$ cat src/core/fwsp_pkg.sv
// Package for the flash write status poller: constants, states, carriers
package fwsp_pkg;
	localparam int DATA_W = 16;
	localparam int ADDR_W = 22;
	// Bit positions in the flash data bus
	localparam int POS_POLARITY = 7;
	localparam int POS_BUSY_TOGGLE = 6;
	localparam int POS_TIMING_LIMIT = 5;
	localparam int POS_ERASE_WINDOW = 3;
	localparam int POS_SECTOR_TOGGLE = 2;
	// Register offsets of the host register port
	localparam logic [3:0] OFS_CTRL = 4'h0;
	localparam logic [3:0] OFS_ADDR = 4'h1;
	localparam logic [3:0] OFS_STATUS = 4'h2;
	localparam logic [3:0] OFS_IRQ_STAT = 4'h3;
	localparam logic [3:0] OFS_IRQ_CLR = 4'h4;
	localparam logic [3:0] OFS_IRQ_EN = 4'h5;
	localparam logic [3:0] OFS_LAST_DATA = 4'h6;
	// Control bits
	localparam int CTRL_START = 0;
	localparam int CTRL_ABORT = 1;
	localparam int CTRL_SECTOR_CMD = 2;
	// Interrupt bits
	localparam int IRQ_N = 4;
	localparam int IRQ_DONE = 0;
	localparam int IRQ_FAIL = 1;
	localparam int IRQ_WINDOW = 2;
	localparam int IRQ_PAUSE = 3;
	// Command words
	localparam logic [15:0] CMD_RESET = 16'h00F0;
	// Bus timing: read and write strobe widths
	localparam int CLK_MHZ = 250;
	localparam int T_STROBE_NS = 70;
	localparam int STROBE_CYC = (T_STROBE_NS * CLK_MHZ + 999) / 1000;
	localparam int T_GAP_NS = 30;
	localparam int GAP_CYC = (T_GAP_NS * CLK_MHZ + 999) / 1000;
	// Sector erase window between additional commands
	localparam int T_WINDOW_US = 50;
	localparam int WINDOW_CYC = T_WINDOW_US * CLK_MHZ;
	localparam int DEF_POLL_LIMIT = 64;

	typedef enum logic [7:0] {
		FWSP_IDLE = 8'h01,
		FWSP_READ_FIRST = 8'h02,
		FWSP_READ_SECOND = 8'h04,
		FWSP_CHECK_LIMIT = 8'h08,
		FWSP_RECHECK = 8'h10,
		FWSP_RESET_CMD = 8'h20,
		FWSP_DONE = 8'h40,
		FWSP_FAIL = 8'h80
	} fwsp_state_t;

	typedef struct packed {
		logic [3:0] addr;
		logic [31:0] wdata;
		logic wr;
		logic rd;
	} fwsp_reg_req_t;

	typedef struct packed {
		logic [ADDR_W-1:0] addr;
		logic [DATA_W-1:0] wdata;
		logic wr;
		logic rd;
	} fwsp_bus_req_t;
endpackage

$ cat src/core/fwsp_sync.sv
// Two-flop synchroniser for flash pin inputs
`timescale 1ns/1ps
module fwsp_sync #(
	parameter int W = 1
) (
	input wire logic clk_sys_in,
	input wire logic rst_in,
	input wire logic [W-1:0] d_in,
	output logic [W-1:0] q_out
);
	logic [W-1:0] meta_reg;
	logic [W-1:0] q_reg;
	always_ff @(posedge clk_sys_in) begin
		if (rst_in) begin
			meta_reg <= '0;
			q_reg <= '0;
		end else begin
			meta_reg <= d_in;
			q_reg <= meta_reg;
		end
	end
	assign q_out = q_reg;
endmodule

$ cat src/core/fwsp_bus_cycle.sv
// Asynchronous flash bus cycle engine: one read or write per request
`timescale 1ns/1ps
module fwsp_bus_cycle #(
	parameter int STROBE_CYC = fwsp_pkg::STROBE_CYC,
	parameter int GAP_CYC = fwsp_pkg::GAP_CYC
) (
	input wire logic clk_sys_in,
	input wire logic rst_in,
	input wire fwsp_pkg::fwsp_bus_req_t req_in,
	output logic busy_out,
	output logic done_out,
	output logic [fwsp_pkg::DATA_W-1:0] rdata_out,
	input wire logic [fwsp_pkg::DATA_W-1:0] flash_data_sync_in,
	output logic [fwsp_pkg::ADDR_W-1:0] flash_addr_out,
	output logic [fwsp_pkg::DATA_W-1:0] flash_data_out,
	output logic flash_data_oe_n_out,
	output logic flash_ce_n_out,
	output logic flash_oe_n_out,
	output logic flash_we_n_out
);
	// Strobe, then sync settle (2), then gap
	localparam int TOTAL = STROBE_CYC + 2 + GAP_CYC;
	localparam int CW = $clog2(TOTAL + 1);
	logic [CW-1:0] cnt_reg;
	logic active_reg;
	logic is_rd_reg;
	logic [fwsp_pkg::DATA_W-1:0] rdata_reg;
	logic [fwsp_pkg::ADDR_W-1:0] addr_reg;
	logic [fwsp_pkg::DATA_W-1:0] wdata_reg;
	logic done_reg;
	wire start = !active_reg && (req_in.rd || req_in.wr);
	wire in_strobe = active_reg && (cnt_reg < CW'(STROBE_CYC));
	wire sample = active_reg && (cnt_reg == CW'(STROBE_CYC + 1));
	wire last = active_reg && (cnt_reg == CW'(TOTAL - 1));

	always_ff @(posedge clk_sys_in) begin
		if (rst_in) begin
			cnt_reg <= '0;
			active_reg <= 1'b0;
			is_rd_reg <= 1'b0;
			addr_reg <= '0;
			wdata_reg <= '0;
			done_reg <= 1'b0;
		end else begin
			done_reg <= last;
			if (start) begin
				active_reg <= 1'b1;
				cnt_reg <= '0;
				is_rd_reg <= req_in.rd;
				addr_reg <= req_in.addr;
				wdata_reg <= req_in.wdata;
			end else if (last) begin
				active_reg <= 1'b0;
			end else if (active_reg) begin
				cnt_reg <= cnt_reg + CW'(1);
			end
		end
	end

	// Data captured two cycles after strobe end, clear of pin latency
	always_ff @(posedge clk_sys_in) begin
		if (rst_in) begin
			rdata_reg <= '0;
		end else if (sample && is_rd_reg) begin
			rdata_reg <= flash_data_sync_in;
		end
	end

	// Read data held on bus until sample; strobe edge data already synced
	assign busy_out = active_reg;
	assign done_out = done_reg;
	assign rdata_out = rdata_reg;
	assign flash_addr_out = addr_reg;
	assign flash_data_out = wdata_reg;
	assign flash_data_oe_n_out = !(active_reg && !is_rd_reg);
	assign flash_ce_n_out = !active_reg;
	assign flash_oe_n_out = !(active_reg && is_rd_reg && cnt_reg <= CW'(STROBE_CYC + 1));
	assign flash_we_n_out = !(in_strobe && !is_rd_reg);
endmodule

$ cat src/core/fwsp_poller.sv
// Host-side flash write status poller with register port and interrupt
//
// The strobed register port and the register addresses were chosen for this implementation.
`timescale 1ns/1ps
module fwsp_poller #(
	parameter int POLL_LIMIT = fwsp_pkg::DEF_POLL_LIMIT,
	parameter int WINDOW_CYC = fwsp_pkg::WINDOW_CYC
) (
	input wire logic clk_sys_in,
	input wire logic rst_in,
	input wire logic [3:0] reg_addr_in,
	input wire logic [31:0] reg_wdata_in,
	input wire logic reg_wr_in,
	input wire logic reg_rd_in,
	output logic [31:0] reg_rdata_out,
	output logic irq_out,
	input wire logic [fwsp_pkg::DATA_W-1:0] flash_data_in,
	output logic [fwsp_pkg::DATA_W-1:0] flash_data_out,
	output logic flash_data_oe_n_out,
	output logic [fwsp_pkg::ADDR_W-1:0] flash_addr_out,
	output logic flash_ce_n_out,
	output logic flash_oe_n_out,
	output logic flash_we_n_out,
	input wire logic ready_busy_output_in
);
	localparam int PW = $clog2(POLL_LIMIT + 1);
	localparam int WW = $clog2(WINDOW_CYC + 1);

	fwsp_pkg::fwsp_reg_req_t reg_req;
	assign reg_req = '{addr: reg_addr_in, wdata: reg_wdata_in, wr: reg_wr_in, rd: reg_rd_in};

	fwsp_pkg::fwsp_state_t state_reg;
	fwsp_pkg::fwsp_state_t state_next;
	logic [fwsp_pkg::ADDR_W-1:0] poll_addr_reg;
	logic [fwsp_pkg::DATA_W-1:0] first_reg;
	logic [fwsp_pkg::DATA_W-1:0] last_reg;
	logic [PW-1:0] polls_reg;
	logic [WW-1:0] window_reg;
	logic [fwsp_pkg::IRQ_N-1:0] irq_stat_reg;
	logic [fwsp_pkg::IRQ_N-1:0] irq_en_reg;
	logic [31:0] rdata_reg;
	logic window_flag_reg;
	logic issued_reg;
	logic [fwsp_pkg::DATA_W-1:0] data_sync;
	logic ready_sync;
	logic cyc_busy;
	logic cyc_done;
	logic cyc_done_raw;
	logic [fwsp_pkg::DATA_W-1:0] cyc_rdata;
	fwsp_pkg::fwsp_bus_req_t cyc_req;

	fwsp_sync #(.W(fwsp_pkg::DATA_W + 1)) u_sync (
		.clk_sys_in(clk_sys_in),
		.rst_in(rst_in),
		.d_in({ready_busy_output_in, flash_data_in}),
		.q_out({ready_sync, data_sync})
	);

	fwsp_bus_cycle u_cycle (
		.clk_sys_in(clk_sys_in),
		.rst_in(rst_in),
		.req_in(cyc_req),
		.busy_out(cyc_busy),
		.done_out(cyc_done_raw),
		.rdata_out(cyc_rdata),
		.flash_data_sync_in(data_sync),
		.flash_addr_out(flash_addr_out),
		.flash_data_out(flash_data_out),
		.flash_data_oe_n_out(flash_data_oe_n_out),
		.flash_ce_n_out(flash_ce_n_out),
		.flash_oe_n_out(flash_oe_n_out),
		.flash_we_n_out(flash_we_n_out)
	);

	// Late answer of an abandoned cycle is dropped
	assign cyc_done = cyc_done_raw && issued_reg;

	// Register decode
	wire wr_ctrl = reg_req.wr && reg_req.addr == fwsp_pkg::OFS_CTRL;
	wire wr_addr = reg_req.wr && reg_req.addr == fwsp_pkg::OFS_ADDR;
	wire wr_clr = reg_req.wr && reg_req.addr == fwsp_pkg::OFS_IRQ_CLR;
	wire wr_en = reg_req.wr && reg_req.addr == fwsp_pkg::OFS_IRQ_EN;
	wire cmd_start = wr_ctrl && reg_req.wdata[fwsp_pkg::CTRL_START];
	wire cmd_abort = wr_ctrl && reg_req.wdata[fwsp_pkg::CTRL_ABORT];
	wire cmd_sector = wr_ctrl && reg_req.wdata[fwsp_pkg::CTRL_SECTOR_CMD];

	// Status bit views of the read words
	wire tog_first = first_reg[fwsp_pkg::POS_BUSY_TOGGLE];
	wire tog_new = cyc_rdata[fwsp_pkg::POS_BUSY_TOGGLE];
	wire toggling = tog_first != tog_new;
	wire limit_hit = cyc_rdata[fwsp_pkg::POS_TIMING_LIMIT];
	wire window_now = cyc_rdata[fwsp_pkg::POS_ERASE_WINDOW];
	wire poll_busy = state_reg != fwsp_pkg::FWSP_IDLE &&
		state_reg != fwsp_pkg::FWSP_DONE && state_reg != fwsp_pkg::FWSP_FAIL;
	wire poll_exhausted = polls_reg == PW'(POLL_LIMIT);
	wire want_read = state_reg == fwsp_pkg::FWSP_READ_FIRST ||
		state_reg == fwsp_pkg::FWSP_READ_SECOND || state_reg == fwsp_pkg::FWSP_RECHECK;
	wire want_write = state_reg == fwsp_pkg::FWSP_RESET_CMD;
	wire launch = (want_read || want_write) && !cyc_busy && !issued_reg;

	// Reads go to the programmed or erasing address, in the busy bank
	always_comb begin
		cyc_req.addr = poll_addr_reg;
		cyc_req.wdata = fwsp_pkg::CMD_RESET;
		cyc_req.rd = launch && want_read;
		cyc_req.wr = launch && want_write;
	end

	always_comb begin
		state_next = state_reg;
		case (state_reg)
			fwsp_pkg::FWSP_IDLE, fwsp_pkg::FWSP_DONE, fwsp_pkg::FWSP_FAIL: begin
				if (cmd_start) begin
					state_next = fwsp_pkg::FWSP_READ_FIRST;
				end
			end
			fwsp_pkg::FWSP_READ_FIRST: begin
				if (cyc_done) begin
					state_next = fwsp_pkg::FWSP_READ_SECOND;
				end
			end
			fwsp_pkg::FWSP_READ_SECOND: begin
				if (cyc_done) begin
					if (!toggling) begin
						state_next = fwsp_pkg::FWSP_DONE;
					end else if (limit_hit) begin
						state_next = fwsp_pkg::FWSP_RECHECK;
					end else if (poll_exhausted) begin
						state_next = fwsp_pkg::FWSP_IDLE;
					end else begin
						state_next = fwsp_pkg::FWSP_CHECK_LIMIT;
					end
				end
			end
			fwsp_pkg::FWSP_CHECK_LIMIT: begin
				state_next = fwsp_pkg::FWSP_READ_SECOND;
			end
			fwsp_pkg::FWSP_RECHECK: begin
				if (cyc_done) begin
					if (toggling) begin
						state_next = fwsp_pkg::FWSP_RESET_CMD;
					end else begin
						state_next = fwsp_pkg::FWSP_DONE;
					end
				end
			end
			fwsp_pkg::FWSP_RESET_CMD: begin
				if (cyc_done) begin
					state_next = fwsp_pkg::FWSP_FAIL;
				end
			end
			default: begin
				state_next = fwsp_pkg::FWSP_IDLE;
			end
		endcase
		if (cmd_abort && poll_busy && state_reg != fwsp_pkg::FWSP_RESET_CMD) begin
			state_next = fwsp_pkg::FWSP_IDLE;
		end
	end

	// Sticky events: set wins over clear
	wire ev_done = state_reg != fwsp_pkg::FWSP_DONE && state_next == fwsp_pkg::FWSP_DONE;
	wire ev_fail = state_reg != fwsp_pkg::FWSP_FAIL && state_next == fwsp_pkg::FWSP_FAIL;
	wire ev_pause = poll_busy && state_next == fwsp_pkg::FWSP_IDLE;
	wire window_seen = state_reg == fwsp_pkg::FWSP_READ_SECOND && cyc_done && window_now;
	wire ev_window = window_seen && !window_flag_reg;
	wire [fwsp_pkg::IRQ_N-1:0] ev_vec = {ev_pause, ev_window, ev_fail, ev_done};

	always_ff @(posedge clk_sys_in) begin
		if (rst_in) begin
			state_reg <= fwsp_pkg::FWSP_IDLE;
			issued_reg <= 1'b0;
		end else begin
			state_reg <= state_next;
			if (state_next != state_reg || cyc_done) begin
				issued_reg <= 1'b0;
			end else if (launch) begin
				issued_reg <= 1'b1;
			end
		end
	end

	// First read kept for toggle comparison; later reads slide it
	always_ff @(posedge clk_sys_in) begin
		if (rst_in) begin
			first_reg <= '0;
			last_reg <= '0;
			polls_reg <= '0;
		end else begin
			if (cyc_done && want_read) begin
				first_reg <= cyc_rdata;
				last_reg <= cyc_rdata;
			end
			if (cmd_start) begin
				polls_reg <= '0;
			end else if (state_reg == fwsp_pkg::FWSP_CHECK_LIMIT) begin
				polls_reg <= polls_reg + PW'(1);
			end
		end
	end

	// Software-side window timer; expiry means window may have closed
	always_ff @(posedge clk_sys_in) begin
		if (rst_in) begin
			window_reg <= '0;
			window_flag_reg <= 1'b0;
		end else begin
			if (cmd_sector) begin
				window_reg <= WW'(WINDOW_CYC);
				window_flag_reg <= 1'b0;
			end else if (window_reg != '0) begin
				window_reg <= window_reg - WW'(1);
			end
			if (window_seen) begin
				window_flag_reg <= 1'b1;
			end
		end
	end

	always_ff @(posedge clk_sys_in) begin
		if (rst_in) begin
			poll_addr_reg <= '0;
			irq_stat_reg <= '0;
			irq_en_reg <= '0;
		end else begin
			if (wr_addr && !poll_busy) begin
				poll_addr_reg <= reg_req.wdata[fwsp_pkg::ADDR_W-1:0];
			end
			if (wr_en) begin
				irq_en_reg <= reg_req.wdata[fwsp_pkg::IRQ_N-1:0];
			end
			irq_stat_reg <= (irq_stat_reg & ~(wr_clr ? reg_req.wdata[fwsp_pkg::IRQ_N-1:0] : '0))
				| ev_vec;
		end
	end

	wire [31:0] status_word = {20'h00000, window_reg != '0, ready_sync, window_flag_reg,
		state_reg == fwsp_pkg::FWSP_FAIL, state_reg == fwsp_pkg::FWSP_DONE, poll_busy,
		6'(polls_reg)};
	wire [31:0] rd_mux =
		reg_req.addr == fwsp_pkg::OFS_ADDR ? {10'h000, poll_addr_reg} :
		reg_req.addr == fwsp_pkg::OFS_STATUS ? status_word :
		reg_req.addr == fwsp_pkg::OFS_IRQ_STAT ? {28'h0000000, irq_stat_reg} :
		reg_req.addr == fwsp_pkg::OFS_IRQ_EN ? {28'h0000000, irq_en_reg} :
		reg_req.addr == fwsp_pkg::OFS_LAST_DATA ? {16'h0000, last_reg} : 32'h00000000;

	always_ff @(posedge clk_sys_in) begin
		if (rst_in) begin
			rdata_reg <= '0;
		end else begin
			rdata_reg <= reg_req.rd ? rd_mux : 32'h00000000;
		end
	end

	assign reg_rdata_out = rdata_reg;
	assign irq_out = |(irq_stat_reg & irq_en_reg);
endmodule

$ cat config.mk
export PLATFORM = sky130hd
export DESIGN_NAME = fwsp_poller
export DESIGN_NICKNAME = d
export VERILOG_FILES = /design/src/core/fwsp_pkg.sv /design/src/core/fwsp_sync.sv /design/src/core/fwsp_bus_cycle.sv /design/src/core/fwsp_poller.sv
export SDC_FILE = /design/constraint.sdc
export NUM_CORES = 1
export LEC_CHECK = 0
export ABC_AREA = 1
export ABC_CLOCK_PERIOD_IN_PS = 2000
export BUFFER_PORTS_ARGS = -buffer_cell sky130_fd_sc_hd__buf_2
export CAP_MARGIN = 20
export CORE_MARGIN = 2
export CORE_UTILIZATION = 37
export DETAILED_ROUTE_END_ITERATION = 10
export MAX_ROUTING_LAYER = met4
export PLACE_DENSITY = 0.66
export RECOVER_POWER = 25
export SLEW_MARGIN = 20
export SYNTH_ARGS = -nofsm -noshare
export SYNTH_HDL_FRONTEND = slang
export SYNTH_SLANG_ARGS = --single-unit
$ cat constraint.sdc
create_clock -name clk_sys_in -period 2 [get_ports clk_sys_in]
set_input_delay 0.4 -clock clk_sys_in [delete_from_list [all_inputs] [get_ports clk_sys_in]]
set_output_delay 0.4 -clock clk_sys_in [all_outputs]
set_load 0.1 [all_outputs]
Yosys cells after proc, flatten, opt, wreduce, memory -nomap -nowiden:

Index checks and enable logic that the tools add are counted.

* $add $sub $neg: 3
* multipliers: 0
* divide/modulo/power cells: 0
* equality and inequality tests: 26
* multiplexer cells: 23
* shifts and indexed selects: 0
* $lt $le $gt $ge: 2
* reductions and logical operators: 60
* bitwise operators: 6

Operators with widths (number)
* 16-bit two-way mux: 4
* 8-bit two-way mux: 6
* 8-bit one-hot mux with 6 select lines: 1
* 1-bit logical AND: 33
* 14-bit two-way mux: 2
* 22-bit two-way mux: 1
* 8-bit by 1-bit == test with 1-bit output, second input constant: 2
* 8-bit by 7-bit == test with 1-bit output, second input constant: 2
* 8-bit == test, second input constant: 2
* 7-bit two-way mux: 2
* 14-bit nonzero test: 1
* 14-bit by 1-bit subtractor with 14-bit output, second input constant: 1
* 4-bit by 3-bit == test with 1-bit output, second input constant: 3
* 5-bit == test, second input constant: 2
* 2-bit OR reduction: 5
* 4-bit AND: 2
* 4-bit by 2-bit == test with 1-bit output, second input constant: 2
* 8-bit by 2-bit == test with 1-bit output, second input constant: 1
* 8-bit by 3-bit == test with 1-bit output, second input constant: 1
* 8-bit by 4-bit == test with 1-bit output, second input constant: 1
* 8-bit by 5-bit == test with 1-bit output, second input constant: 1
* 8-bit by 6-bit == test with 1-bit output, second input constant: 1
* 1-bit zero test: 8
* 4-bit two-way mux: 2
* 24 further kinds: 34

* logic and storage cells: 141
* memory bits (writable): 0
* bits in read-only memories: 0
* bits of input ports: 57
* bits in registers: 190
* memories kept: 0
* output and inout port bits: 75
* latch bits: 0

Depth between registers and ports, before layout:

Gate-level depths: netlist (run 1).

* depth in word-level cells: 10
* depth in mapped cells: 13

Cells and area by module:

From an unflattened synthesis (run 1), not the netlist that was laid out.

* cells, all modules: 1100
* area, all modules: 8095.3 µm²

By module, submodules not included
* fwsp_poller: cells each 668, area each 4705.8 µm², seq. area each 1981.9 µm², times used 1
* fwsp_bus_cycle: cells each 326, area each 2403.6 µm², seq. area each 1241.2 µm², times used 1
* fwsp_sync: cells each 106, area each 985.9 µm², seq. area each 680.7 µm², times used 1

Worst setup path after synthesis (run 1):

OpenSTA, ideal clock, no wires.

* kind: flip-flop to output port
* start point: register irq_stat_reg[2] in the netlist's numbering
* end point: output irq_out
* slack: -0.279 ns
* required time: 1.600 ns
* stages on the path, launching flop included: 3
* path buffers: 0
* arrival time: 1.879 ns
* path through: dfxtp_1 inv_1 o2111ai_1

* cells in the longest elaborated chain, start to end: 2

Ends and longest elaborated chain
* start, declared: RTL line fwsp_poller.sv:39 `logic [fwsp_pkg::IRQ_N-1:0] irq_stat_reg;`
* start signal, assigned: RTL line fwsp_poller.sv:232 `irq_stat_reg <= (irq_stat_reg & ~(wr_clr ? reg_req.wdata[fwsp_pkg::IRQ_N-1:0] : '0))`
* 4-bit AND: RTL line fwsp_poller.sv:256 `assign irq_out = |(irq_stat_reg & irq_en_reg);`
* 4-bit OR reduction: RTL line fwsp_poller.sv:256
* end, declared: RTL line fwsp_poller.sv:16 `output logic irq_out,`

Every way passes these cells.

Worst setup path in the final report (run 1):

* start point: register u_cycle.cnt_reg[0]
* end point: output flash_oe_n_out

* cells in the longest elaborated chain, start to end: 3

Ends and longest elaborated chain
* start, declared: RTL line fwsp_bus_cycle.sv:24 `logic [CW-1:0] cnt_reg;`
* start signal, assigned: RTL line fwsp_bus_cycle.sv:55 `cnt_reg <= cnt_reg + CW'(1);`
* 5-bit <= comparator: RTL line fwsp_bus_cycle.sv:77 `assign flash_oe_n_out = !(active_reg && is_rd_reg && cnt_reg <= CW'(STROBE_CYC + 1));`
* 1-bit logical AND: RTL line fwsp_bus_cycle.sv:77
* 1-bit zero test: RTL line fwsp_bus_cycle.sv:77
* end, declared: RTL line fwsp_poller.sv:22 `output logic flash_oe_n_out,`

Every way passes these cells.

==> flow_metrics.py, run 1 <==
metrics = {
    "run_status": {
        "status": "completed",
    },
    "timing": {
        "max_slew.worst_pin.slew_ns": 0.992,
        "hold_slack_ns": 0.176,
        "post-route-min-period_ns": 1.91,
        "setup_viol": 0,
        "timing.fmax_mhz": 523,
        "relSlewSlack_pct": 33.9,
        "fin_crit_sh_pct": 95.6,
        "hold_viol_final": 0,
        "final-max-slew-violation-count": 0,
        "finalClockSkew_ns": 0.00803,
        "setup_ws_ns": 0.0875,
        "setup_tns_ns": 0,
    },
    "clock_network": {
        "clk_pin_slew_ns": 0.07,
        "root_buffer": "clkbuf_16",
        "htreeDepth": 4,
        "clk_path_buf_depth": 2,
        "cts_setup_buffers": 0,
        "worstSkewPairLatency_ns": 0.42,
        "numClockSinks": 180,
        "cts-buffers-inserted": 17,
        "hold_buffers": 0,
        "cts_tree": "built",
    },
    "setup_path": {
        "critPathBufInv": 1,
        "critPathArrivalTime_ns": 1.51,
        "crit_fanout": 4,
        "start_kind": "flop",
        "cp_common_cell": "nand2_1",
        "critical-path-top-delay-family": "flip-flops",
        "cp-end-kind": "output port",
        "cp.required_ns": 1.60,
        "cp_cell_sequence": "ha_1 -> o21ai_0 -> nand2_1 -> nand2_1 -> buf_12",
        "r2r-start": "state_reg[6]$_SDFF_PP0_",
        "critical_path_class": "flop to output port",
        "max_stage_delay_ns": 0.34,
        "slowest_stage": "dfxtp_1",
        "setup.worst_path.start": "u_cycle.cnt_reg[0]$_SDFFE_PP0P_",
    },
    "global_routing": {
        "antenna_found_initial": 0,
        "grt_usage_pct": 17.3,
        "grt-ovfl-total": 0,
        "grt_pass1_wl_um": 28800,
        "grt_max_degree": 86,
        "grt_pass1_vias": 5702,
    },
    "worst_hold_path": {
        "holdCritStartpoint": "flash_data_in[12]",
        "hold_path_class": "input pin to flop",
    },
    "yosys": {
        "synthCells": 973,
        "synth.avg_cell_area_um2": 7.58,
        "yosys_most_used_dff": "dfxtp_1",
        "async_flop_share_pct": 0,
        "synth.top_cell.area_share_pct": 48.9,
        "synth_warnings": 0,
        "ys_ff_latch": 180,
        "synth.largest_area_cell": "dfxtp_1",
        "synth-seq-area-share_pct": 48.9,
        "synth_edf_count": 0,
        "synth_area_leaders": "dfxtp_1 49%, nand2_1 9.5%, a21oi_1 7.0%, inv_1 6.0%, nor2_1 5.9%",
        "synth_area_um2": 7370,
        "synth.distinct_cells": 44,
    },
    "finish": {
        "area_growth_pct": 19.5,
        "diodes": 0,
        "nets": 1146,
        "drive_gt1_share_pct": 18.9,
    },
    "power": {
        "power_switching_mw": 2.46,
        "p_clk_share_pct": 38.4,
        "intPower_mw": 5.97,
        "p_comb_share_pct": 16.0,
        "p_leak_nw": 3.85,
        "netSwitchingFraction_pct": 29.2,
        "power.density_nw_per_um2": 957,
        "seqPwrFrac_pct": 45.7,
        "ir_drop_uv": 527,
        "finalPower_mw": 8.43,
    },
    "die": {
        "die_h_um": 145,
        "io_pins": 132,
        "die_x_um": 145,
        "core_um2": 19500,
        "rows": 51,
        "die_area_um2": 21100,
        "initial_core_util_pct": 37.8,
    },
    "place": {
        "dp_hpwl_um": 12800,
        "globalplace.congestion": 0.901,
        "pre_cts_ws_ns": 0.0298,
        "port_buffers": 99,
    },
    "drt": {
        "firstDrtPassIters": 6,
        "drt_iter0_markers": 371,
        "drt_wl_total_um": 17400,
        "ant_nets": 0,
        "drc": 0,
        "via_count": 6231,
        "wl_per_cell_um": 12.8,
        "post_drt_via_cell_ratio": 4.57,
    },
    "job": {
        "maxCapViolations": 0,
    },
}
layer usage:
metal  vias to the layer above  track usage, %  wire length (um)
li1                       3280               -                 -
met1                      2764            23.6              8580
met2                       165            25.4              7490
met3                        22            3.30               938
met4                         0            6.57               403
met5                         -               -                 0
power groups by stage:
stage	clock network [mW]	registers, mW	logic (mW)
floorplan	0	3.91	1.05
global placement	0	3.93	1.31
detailed placement	0	3.93	1.33
CTS	3.32	3.85	1.34
global route	3.48	3.87	1.51
finish	3.23	3.85	1.34
layout by cell type (no fill, tap or decap), types with 10 or more instances in the layout:
cell type	count
inv_2	12
buf_2	96
buf_4	24
a21oi_1	103
dfxtp_1	180
nor2_2	10
nor2_1	114
clkbuf_16	17
nand2_1	186
a211oi_1	10
o21ai_0	59
inv_1	117
conb_1	22
nand3_1	38
through the flow:
stage	instances	util (%)	area, um^2
after global routing	1363	45.1	8810
after global placement	1331	42.1	8210
after floorplan	994	-	7460
final	1363	45.1	8810
after detailed placement	1331	42.1	8210
after CTS	1363	45.1	8800
worst register-to-register path: stages, from the launching register on:
cell	delay, ns
dfxtp_1	0.37
nor2_4	0.19
nand2_4	0.09
nor2_2	0.31
inv_2	0.14
nor4_2	0.26
nand3_1	0.15
o21ai_0	0.17
a21oi_1	0.06
cells in the mapped netlist (5+ instances only):
cell type,count
buf_4,27
nand3_1,38
nand2_1,186
nor2_2,9
xor2_1,5
nand2_2,6
inv_1,117
nor3_1,7
o21ai_0,59
inv_2,12
a21oi_1,103
dfxtp_1,180
o211ai_1,7
o21ai_1,7
nand4_1,7
clkbuf_1,22
nor2_1,116
a211oi_1,10
kinds of logic (layout without fill, tap and decap cells):
family,count (synthesis),after routing,synth area share [%]
buffers and inverters,190,294,11.5
and+or+nand+nor,393,393,23.6
DFF,180,180,48.9
other,1,22,0.0509
AOI/OAI and AO/OA,197,197,14.3
adders and majority gates,4,4,0.679
xor gates and xnor gates,8,8,0.950
path summary, 6_finish.rpt:
path,end,slack (ns),cells past startpoint
setup reg to reg,polls_reg[5]$_SDFFE_PP0P_,0.17,8
hold / removal,u_sync.meta_reg[12]$_SDFF_PP0_,0.18,3
hold reg to reg,u_sync.q_out[11]$_SDFF_PP0_,0.40,2
setup / recovery,flash_oe_n_out,0.09,5
cell type report:
class	instances	area, um^2
clock buffer	21	480
clock inverter	11	103
fill	2021	10700
inverter	132	497
multi-input combinational	624	3020
sequential	180	3600
tap	265	332
timing repair buffer	130	772
what timing repair did:
action / CTS / global route
gates resized for setup: 1 / 8
setup endpoints to repair: 1 / 5
cloned: 0 / 0
hold endpoints to repair: 0 / 0
(Power assumes the default switching activity.)
==> run 2: changes to the inputs <==
--- a/config.mk
+++ b/config.mk
@@ -10,10 +10,10 @@
 export BUFFER_PORTS_ARGS = -buffer_cell sky130_fd_sc_hd__buf_2
 export CAP_MARGIN = 20
 export CORE_MARGIN = 2
-export CORE_UTILIZATION = 37
+export CORE_UTILIZATION = 45
 export DETAILED_ROUTE_END_ITERATION = 10
 export MAX_ROUTING_LAYER = met4
-export PLACE_DENSITY = 0.66
+export PLACE_DENSITY = 0.76
 export RECOVER_POWER = 25
 export SLEW_MARGIN = 20
 export SYNTH_ARGS = -nofsm -noshare
==> run 2 against run 1 <==
  * Clock power is 12% higher
  * Hold slack worse by 0.0039 ns
  * Combinational power hardly changed
  * Sequential power hardly changed
  * Cell count is 3.9% lower
  * Clock skew hardly changed
  * First-iteration DRC count is 15% higher
  * Setup slack better by 0.017 ns
  * Register-to-register slack worse by 0.02 ns
  * Sequential share of layout area hardly changed
  * Largest cell class unchanged
  * Largest power group unchanged
==> flow_metrics.py, run 2 (synthesis results as in run 1) <==
metrics = {
    "timing": {
        "final-max-slew-violation-count": 0,
        "setup_viol": 0,
        "hold_slack_ns": 0.172,
        "relSlewSlack_pct": 45.5,
        "fin_crit_sh_pct": 94.8,
        "post-route-min-period_ns": 1.90,
        "rsz0062_at_grt": "true",
        "timing.fmax_mhz": 528,
        "hold_viol_final": 0,
        "max_slew.worst_pin.slew_ns": 0.817,
        "finalClockSkew_ns": 0.00837,
        "setup_tns_ns": 0,
    },
    "finish": {
        "final_common_cell": "nand2_1",
        "fin_area_um2": 8800,
        "drive_gt1_share_pct": 18.5,
        "fin_util_pct": 55.2,
        "final_cell_mix": "186 x nand2_1, 180 x dfxtp_1, 117 x inv_1",
        "nets": 1141,
        "fillCellCount": 1478,
        "final_cells": 1310,
        "area_growth_pct": 19.4,
    },
    "drt": {
        "drt_wl_total_um": 16600,
        "dr_wl_met2_um": 7170,
        "wl_met3_um": 1050,
        "wl_met1_um": 8040,
        "drt_iter0_markers": 428,
        "via_count": 6239,
        "wl_per_cell_um": 12.7,
        "highest-signal-layer": "met4",
        "drc": 0,
        "firstDrtPassIters": 6,
        "ant_nets": 0,
        "post_drt_via_cell_ratio": 4.76,
    },
    "setup_path": {
        "critPathArrivalTime_ns": 1.50,
        "crit_fanout": 2,
        "cp.required_ns": 1.60,
        "start_kind": "flop",
        "critical_path_class": "flop to output port",
        "cp-end-kind": "output port",
    },
    "place": {
        "post_dp_cell_area_um2": 8110,
        "dp_hpwl_um": 12000,
        "dp.cells": 1277,
        "port_buffers": 99,
        "globalplace.congestion": 0.952,
    },
    "clock_network": {
        "cts_tree": "built",
        "htreeDepth": 4,
        "numClockSinks": 180,
        "worstSkewPairLatency_ns": 0.43,
        "cts-buffers-inserted": 17,
        "cts_setup_buffers": 0,
        "hold_buffers": 0,
        "clk_path_buf_depth": 2,
        "root_buffer": "clkbuf_16",
        "clk_pin_slew_ns": 0.07,
    },
    "die": {
        "die_x_um": 132,
        "die_area_um2": 17400,
        "rows": 46,
        "core_um2": 15900,
        "initial_core_util_pct": 46.2,
        "io_pins": 132,
        "die_h_um": 132,
    },
    "run_status": {
        "status": "completed",
    },
    "job": {
        "maxCapViolations": 0,
    },
    "global_routing": {
        "grt_pass1_vias": 5738,
        "grt-ovfl-total": 0,
        "grt_pass1_wl_um": 27700,
        "antenna_found_initial": 1,
        "grt_usage_pct": 20.2,
        "grt_max_degree": 44,
    },
    "worst_hold_path": {
        "hold_path_class": "input pin to flop",
    },
    "power": {
        "power.density_nw_per_um2": 1000,
        "p_leak_nw": 3.87,
        "ir_drop_uv": 742,
    },
}
==> run 2: layout make-up <==
cell class / instances / area [um^2] / share of cell area, %
sequential: 180 / 3600 / 40.9
multi-input combinational: 624 / 3010 / 34.2
timing repair buffer: 125 / 744 / 8.46
inverter: 132 / 503 / 5.72
clock buffer: 22 / 494 / 5.62
tap: 216 / 270 / 3.07
clock inverter: 10 / 169 / 1.92
antenna: 1 / 2.50 / 0.0284
==> run 2: timing repair <==
item / in CTS / in global routing
resized for setup: 1 / 9
endpoints found under the setup margin: 1 / 26
hold endpoints to repair: 0 / 0
==> run 2: stage by stage <==
stage          total power, mW  worst slack (ns)
3_5_place_dp              5.24            0.0931
6_report                  8.82             0.105
5_1_grt                   9.23           -0.0137
2_1_floorplan             4.96             0.190
3_3_place_gp              5.23             0.133
4_1_cts                   8.88           0.00890
==> run 2: critical path, cell delays in order (launching register included) <==
cell       delay [ns]
dfxtp_1          0.33
inv_1            0.07
o2111ai_2        0.20
buf_2            0.47
==> run 2: report_power, final <==
group          leakage, nW  switching [mW]  internal [mW]
combinational         2.09           0.888          0.453
clock                0.315            1.37           2.27
sequential            1.46           0.105           3.74
==> run 2: final timing paths <==
kind | startpoint | endpoint | slack [ns] | cells after the start
min | flash_data_in[11] | u_sync.meta_reg[11]$_SDFF_PP0_ | 0.17 | 3
min reg2reg | u_sync.meta_reg[4]$_SDFF_PP0_ | u_sync.q_out[4]$_SDFF_PP0_ | 0.40 | 2
max | irq_stat_reg[2]$_SDFF_PP0_ | irq_out | 0.10 | 3
max reg2reg | state_reg[3]$_SDFF_PP0_ | issued_reg$_SDFFE_PP0P_ | 0.15 | 12
==> run 2: per-layer routing <==
layer	vias up	GRT usage, %
met5	-	-
met4	0	7.49
met3	19	4.50
met2	195	30.1
met1	2757	26.9
li1	3268	-
==> run 3: changes to the inputs <==
--- a/config.mk
+++ b/config.mk
@@ -7,13 +7,14 @@
 export LEC_CHECK = 0
 export ABC_AREA = 1
 export ABC_CLOCK_PERIOD_IN_PS = 2000
-export BUFFER_PORTS_ARGS = -buffer_cell sky130_fd_sc_hd__buf_2
 export CAP_MARGIN = 20
 export CORE_MARGIN = 2
 export CORE_UTILIZATION = 45
 export DETAILED_ROUTE_END_ITERATION = 10
+export DONT_BUFFER_PORTS = 1
+export GPL_ROUTABILITY_DRIVEN = 0
 export MAX_ROUTING_LAYER = met4
-export PLACE_DENSITY = 0.76
+export PLACE_DENSITY = 0.69
 export RECOVER_POWER = 25
 export SLEW_MARGIN = 20
 export SYNTH_ARGS = -nofsm -noshare
==> run 3 against run 2 <==
  * Flip-flop and latch count stayed put
  * Sequential share of layout area is 1.5 points higher
  * Global-route usage down 0.35 points
  * Setup slack gained 0.035 ns
  * Clock skew is 0.0013 ns higher
  * Via count down 3.5%
  * Power down 5.9%
  * Combinational power is 7% lower
  * Critical endpoint is now flash_oe_n_out
  * Largest cell class unchanged
==> flow_metrics.py, run 3 (synthesis results as in run 1) <==
metrics = {
    "clock_network": {
        "htreeDepth": 4,
        "clk_path_buf_depth": 2,
        "worstSkewPairLatency_ns": 0.43,
        "hold_buffers": 0,
        "cts-buffers-inserted": 17,
        "cts_setup_buffers": 0,
        "clk_pin_slew_ns": 0.07,
        "root_buffer": "clkbuf_16",
        "cts_resized": 0,
        "cts_tree": "built",
        "numClockSinks": 180,
    },
    "drt": {
        "drc": 0,
        "wl_per_cell_um": 13.1,
        "firstDrtPassIters": 5,
        "drt_wl_total_um": 16300,
        "post_drt_via_cell_ratio": 4.82,
        "via_count": 6022,
        "drt_iter0_markers": 449,
        "ant_nets": 0,
    },
    "die": {
        "die_area_um2": 17400,
        "die_h_um": 132,
        "initial_core_util_pct": 46.2,
        "core_um2": 15900,
        "rows": 46,
        "die_x_um": 132,
        "io_pins": 132,
    },
    "finish": {
        "final_cell_mix": "185 x nand2_1, 179 x dfxtp_1, 117 x inv_1",
        "final_common_cell": "nand2_1",
        "area_growth_pct": 15.3,
        "multi_input_area_um2": 3020,
        "nets": 1081,
        "drive_gt1_share_pct": 14.2,
        "regArea_um2": 3610,
        "fillCellCount": 1520,
        "diodes": 0,
    },
    "setup_path": {
        "cp_cell_sequence": "ha_1 -> o21ai_1 -> nand2_1 -> nand2_1 -> buf_12",
        "critPathArrivalTime_ns": 1.46,
        "cp.required_ns": 1.60,
        "max_stage_delay_ns": 0.33,
        "crit_end": "flash_oe_n_out",
        "critical_path_class": "flop to output port",
        "cp_common_cell": "nand2_1",
        "setup.worst_path.start": "u_cycle.cnt_reg[0]$_SDFFE_PP0P_",
        "crit_fanout": 4,
        "r2r-start": "state_reg[5]$_SDFF_PP0_",
        "r2r_end": "issued_reg$_SDFFE_PP0P_",
        "crit_cells": 5,
        "critPathBufInv": 1,
        "worstRegToRegCells": 12,
        "rrSetupSlack_ns": 0.17,
        "cp-end-kind": "output port",
        "slowest_stage": "dfxtp_1",
        "start_kind": "flop",
        "critical-path-top-delay-family": "flip-flops",
    },
    "power": {
        "ir_drop_uv": 653,
        "p_leak_nw": 3.60,
        "power.density_nw_per_um2": 977,
    },
    "run_status": {
        "status": "completed",
    },
    "place": {
        "dp_hpwl_um": 11800,
        "port_buffers": 0,
        "pre_cts_ws_ns": 0.0349,
    },
    "job": {
        "maxCapViolations": 0,
    },
    "timing": {
        "relSlewSlack_pct": 64.1,
        "rsz0062_at_grt": "false",
        "fin_crit_sh_pct": 93.0,
        "timing.fmax_mhz": 537,
        "max_slew.worst_pin.slew_ns": 0.541,
        "hold_viol_final": 0,
        "post-route-min-period_ns": 1.86,
        "setup_tns_ns": 0,
        "final-max-slew-violation-count": 0,
        "setup_ws_ns": 0.139,
        "finalClockSkew_ns": 0.00972,
        "setup_viol": 0,
    },
    "global_routing": {
        "grt_max_degree": 87,
        "antenna_found_initial": 0,
        "grt_pass1_vias": 5602,
        "grt-ovfl-total": 0,
        "grt_usage_pct": 19.9,
        "grt_pass1_wl_um": 27300,
    },
    "worst_hold_path": {
        "hold_path_class": "input pin to flop",
    },
}
## run 3: cell count changes in the layout (fill, tap and decap cells not counted), moves of 2 or more
cell       previous run  this run
bufinv_16             4         0
clkbuf_8              5         1
buf_4                19        58
clkinv_8              0         2
buf_2                96         0
clkbuf_1              3         1
inv_8                 0         4
## run 3: stage by stage
stage	util [%]	power, mW	std cells	hold slack [ns]	instance area (um^2)
finish	53.3	8.30	1249	0.0367	8500
global route	53.3	8.69	1249	0.0195	8500
CTS	53.2	8.31	1249	0.0218	8480
detailed placement	49.6	5.13	1217	0.393	7900
global placement	49.6	5.11	1217	0.394	7900
floorplan	-	4.96	994	0.388	7460
## run 3: per-layer routing
metal / vias to the layer above / routed length [um] / share of wire, % / global-route usage, %
met5: - / 0 / 0 / -
met4: 0 / 437 / 2.7 / 8.21
met3: 28 / 968 / 5.9 / 5.34
met2: 192 / 6920 / 42 / 28.7
met1: 2655 / 8010 / 49 / 26.2
li1: 3147 / - / - / -
## run 3: how the worst min path moves through the flow
stage | end | depth (start not counted) | from | slack, ns
global route | state_reg[4]$_SDFF_PP0_ | 1 | rst_in | 0.02
CTS | state_reg[1]$_SDFF_PP0_ | 1 | rst_in | 0.02
finish | state_reg[4]$_SDFF_PP0_ | 1 | rst_in | 0.04
floorplan | u_sync.q_out[0]$_SDFF_PP0_ | 2 | u_sync.meta_reg[0]$_SDFF_PP0_ | 0.39
detailed placement | u_sync.q_out[13]$_SDFF_PP0_ | 2 | u_sync.meta_reg[13]$_SDFF_PP0_ | 0.39
global placement | u_sync.q_out[13]$_SDFF_PP0_ | 2 | u_sync.meta_reg[13]$_SDFF_PP0_ | 0.39
## run 3: cell type report
| class | count | area share (%) |
|---|---|---|
| tap | 216 | 3.18 |
| sequential | 180 | 42.4 |
| multi-input combinational | 624 | 35.5 |
| timing repair buffer | 65 | 6.23 |
| inverter | 132 | 5.86 |
| clock inverter | 14 | 1.66 |
| clock buffer | 18 | 5.17 |
## run 3: where the power goes
group	switching, mW	total, mW	internal, mW
Combinational	0.850	1.25	0.400
Clock	1.52	3.20	1.69
Sequential	0.107	3.85	3.74
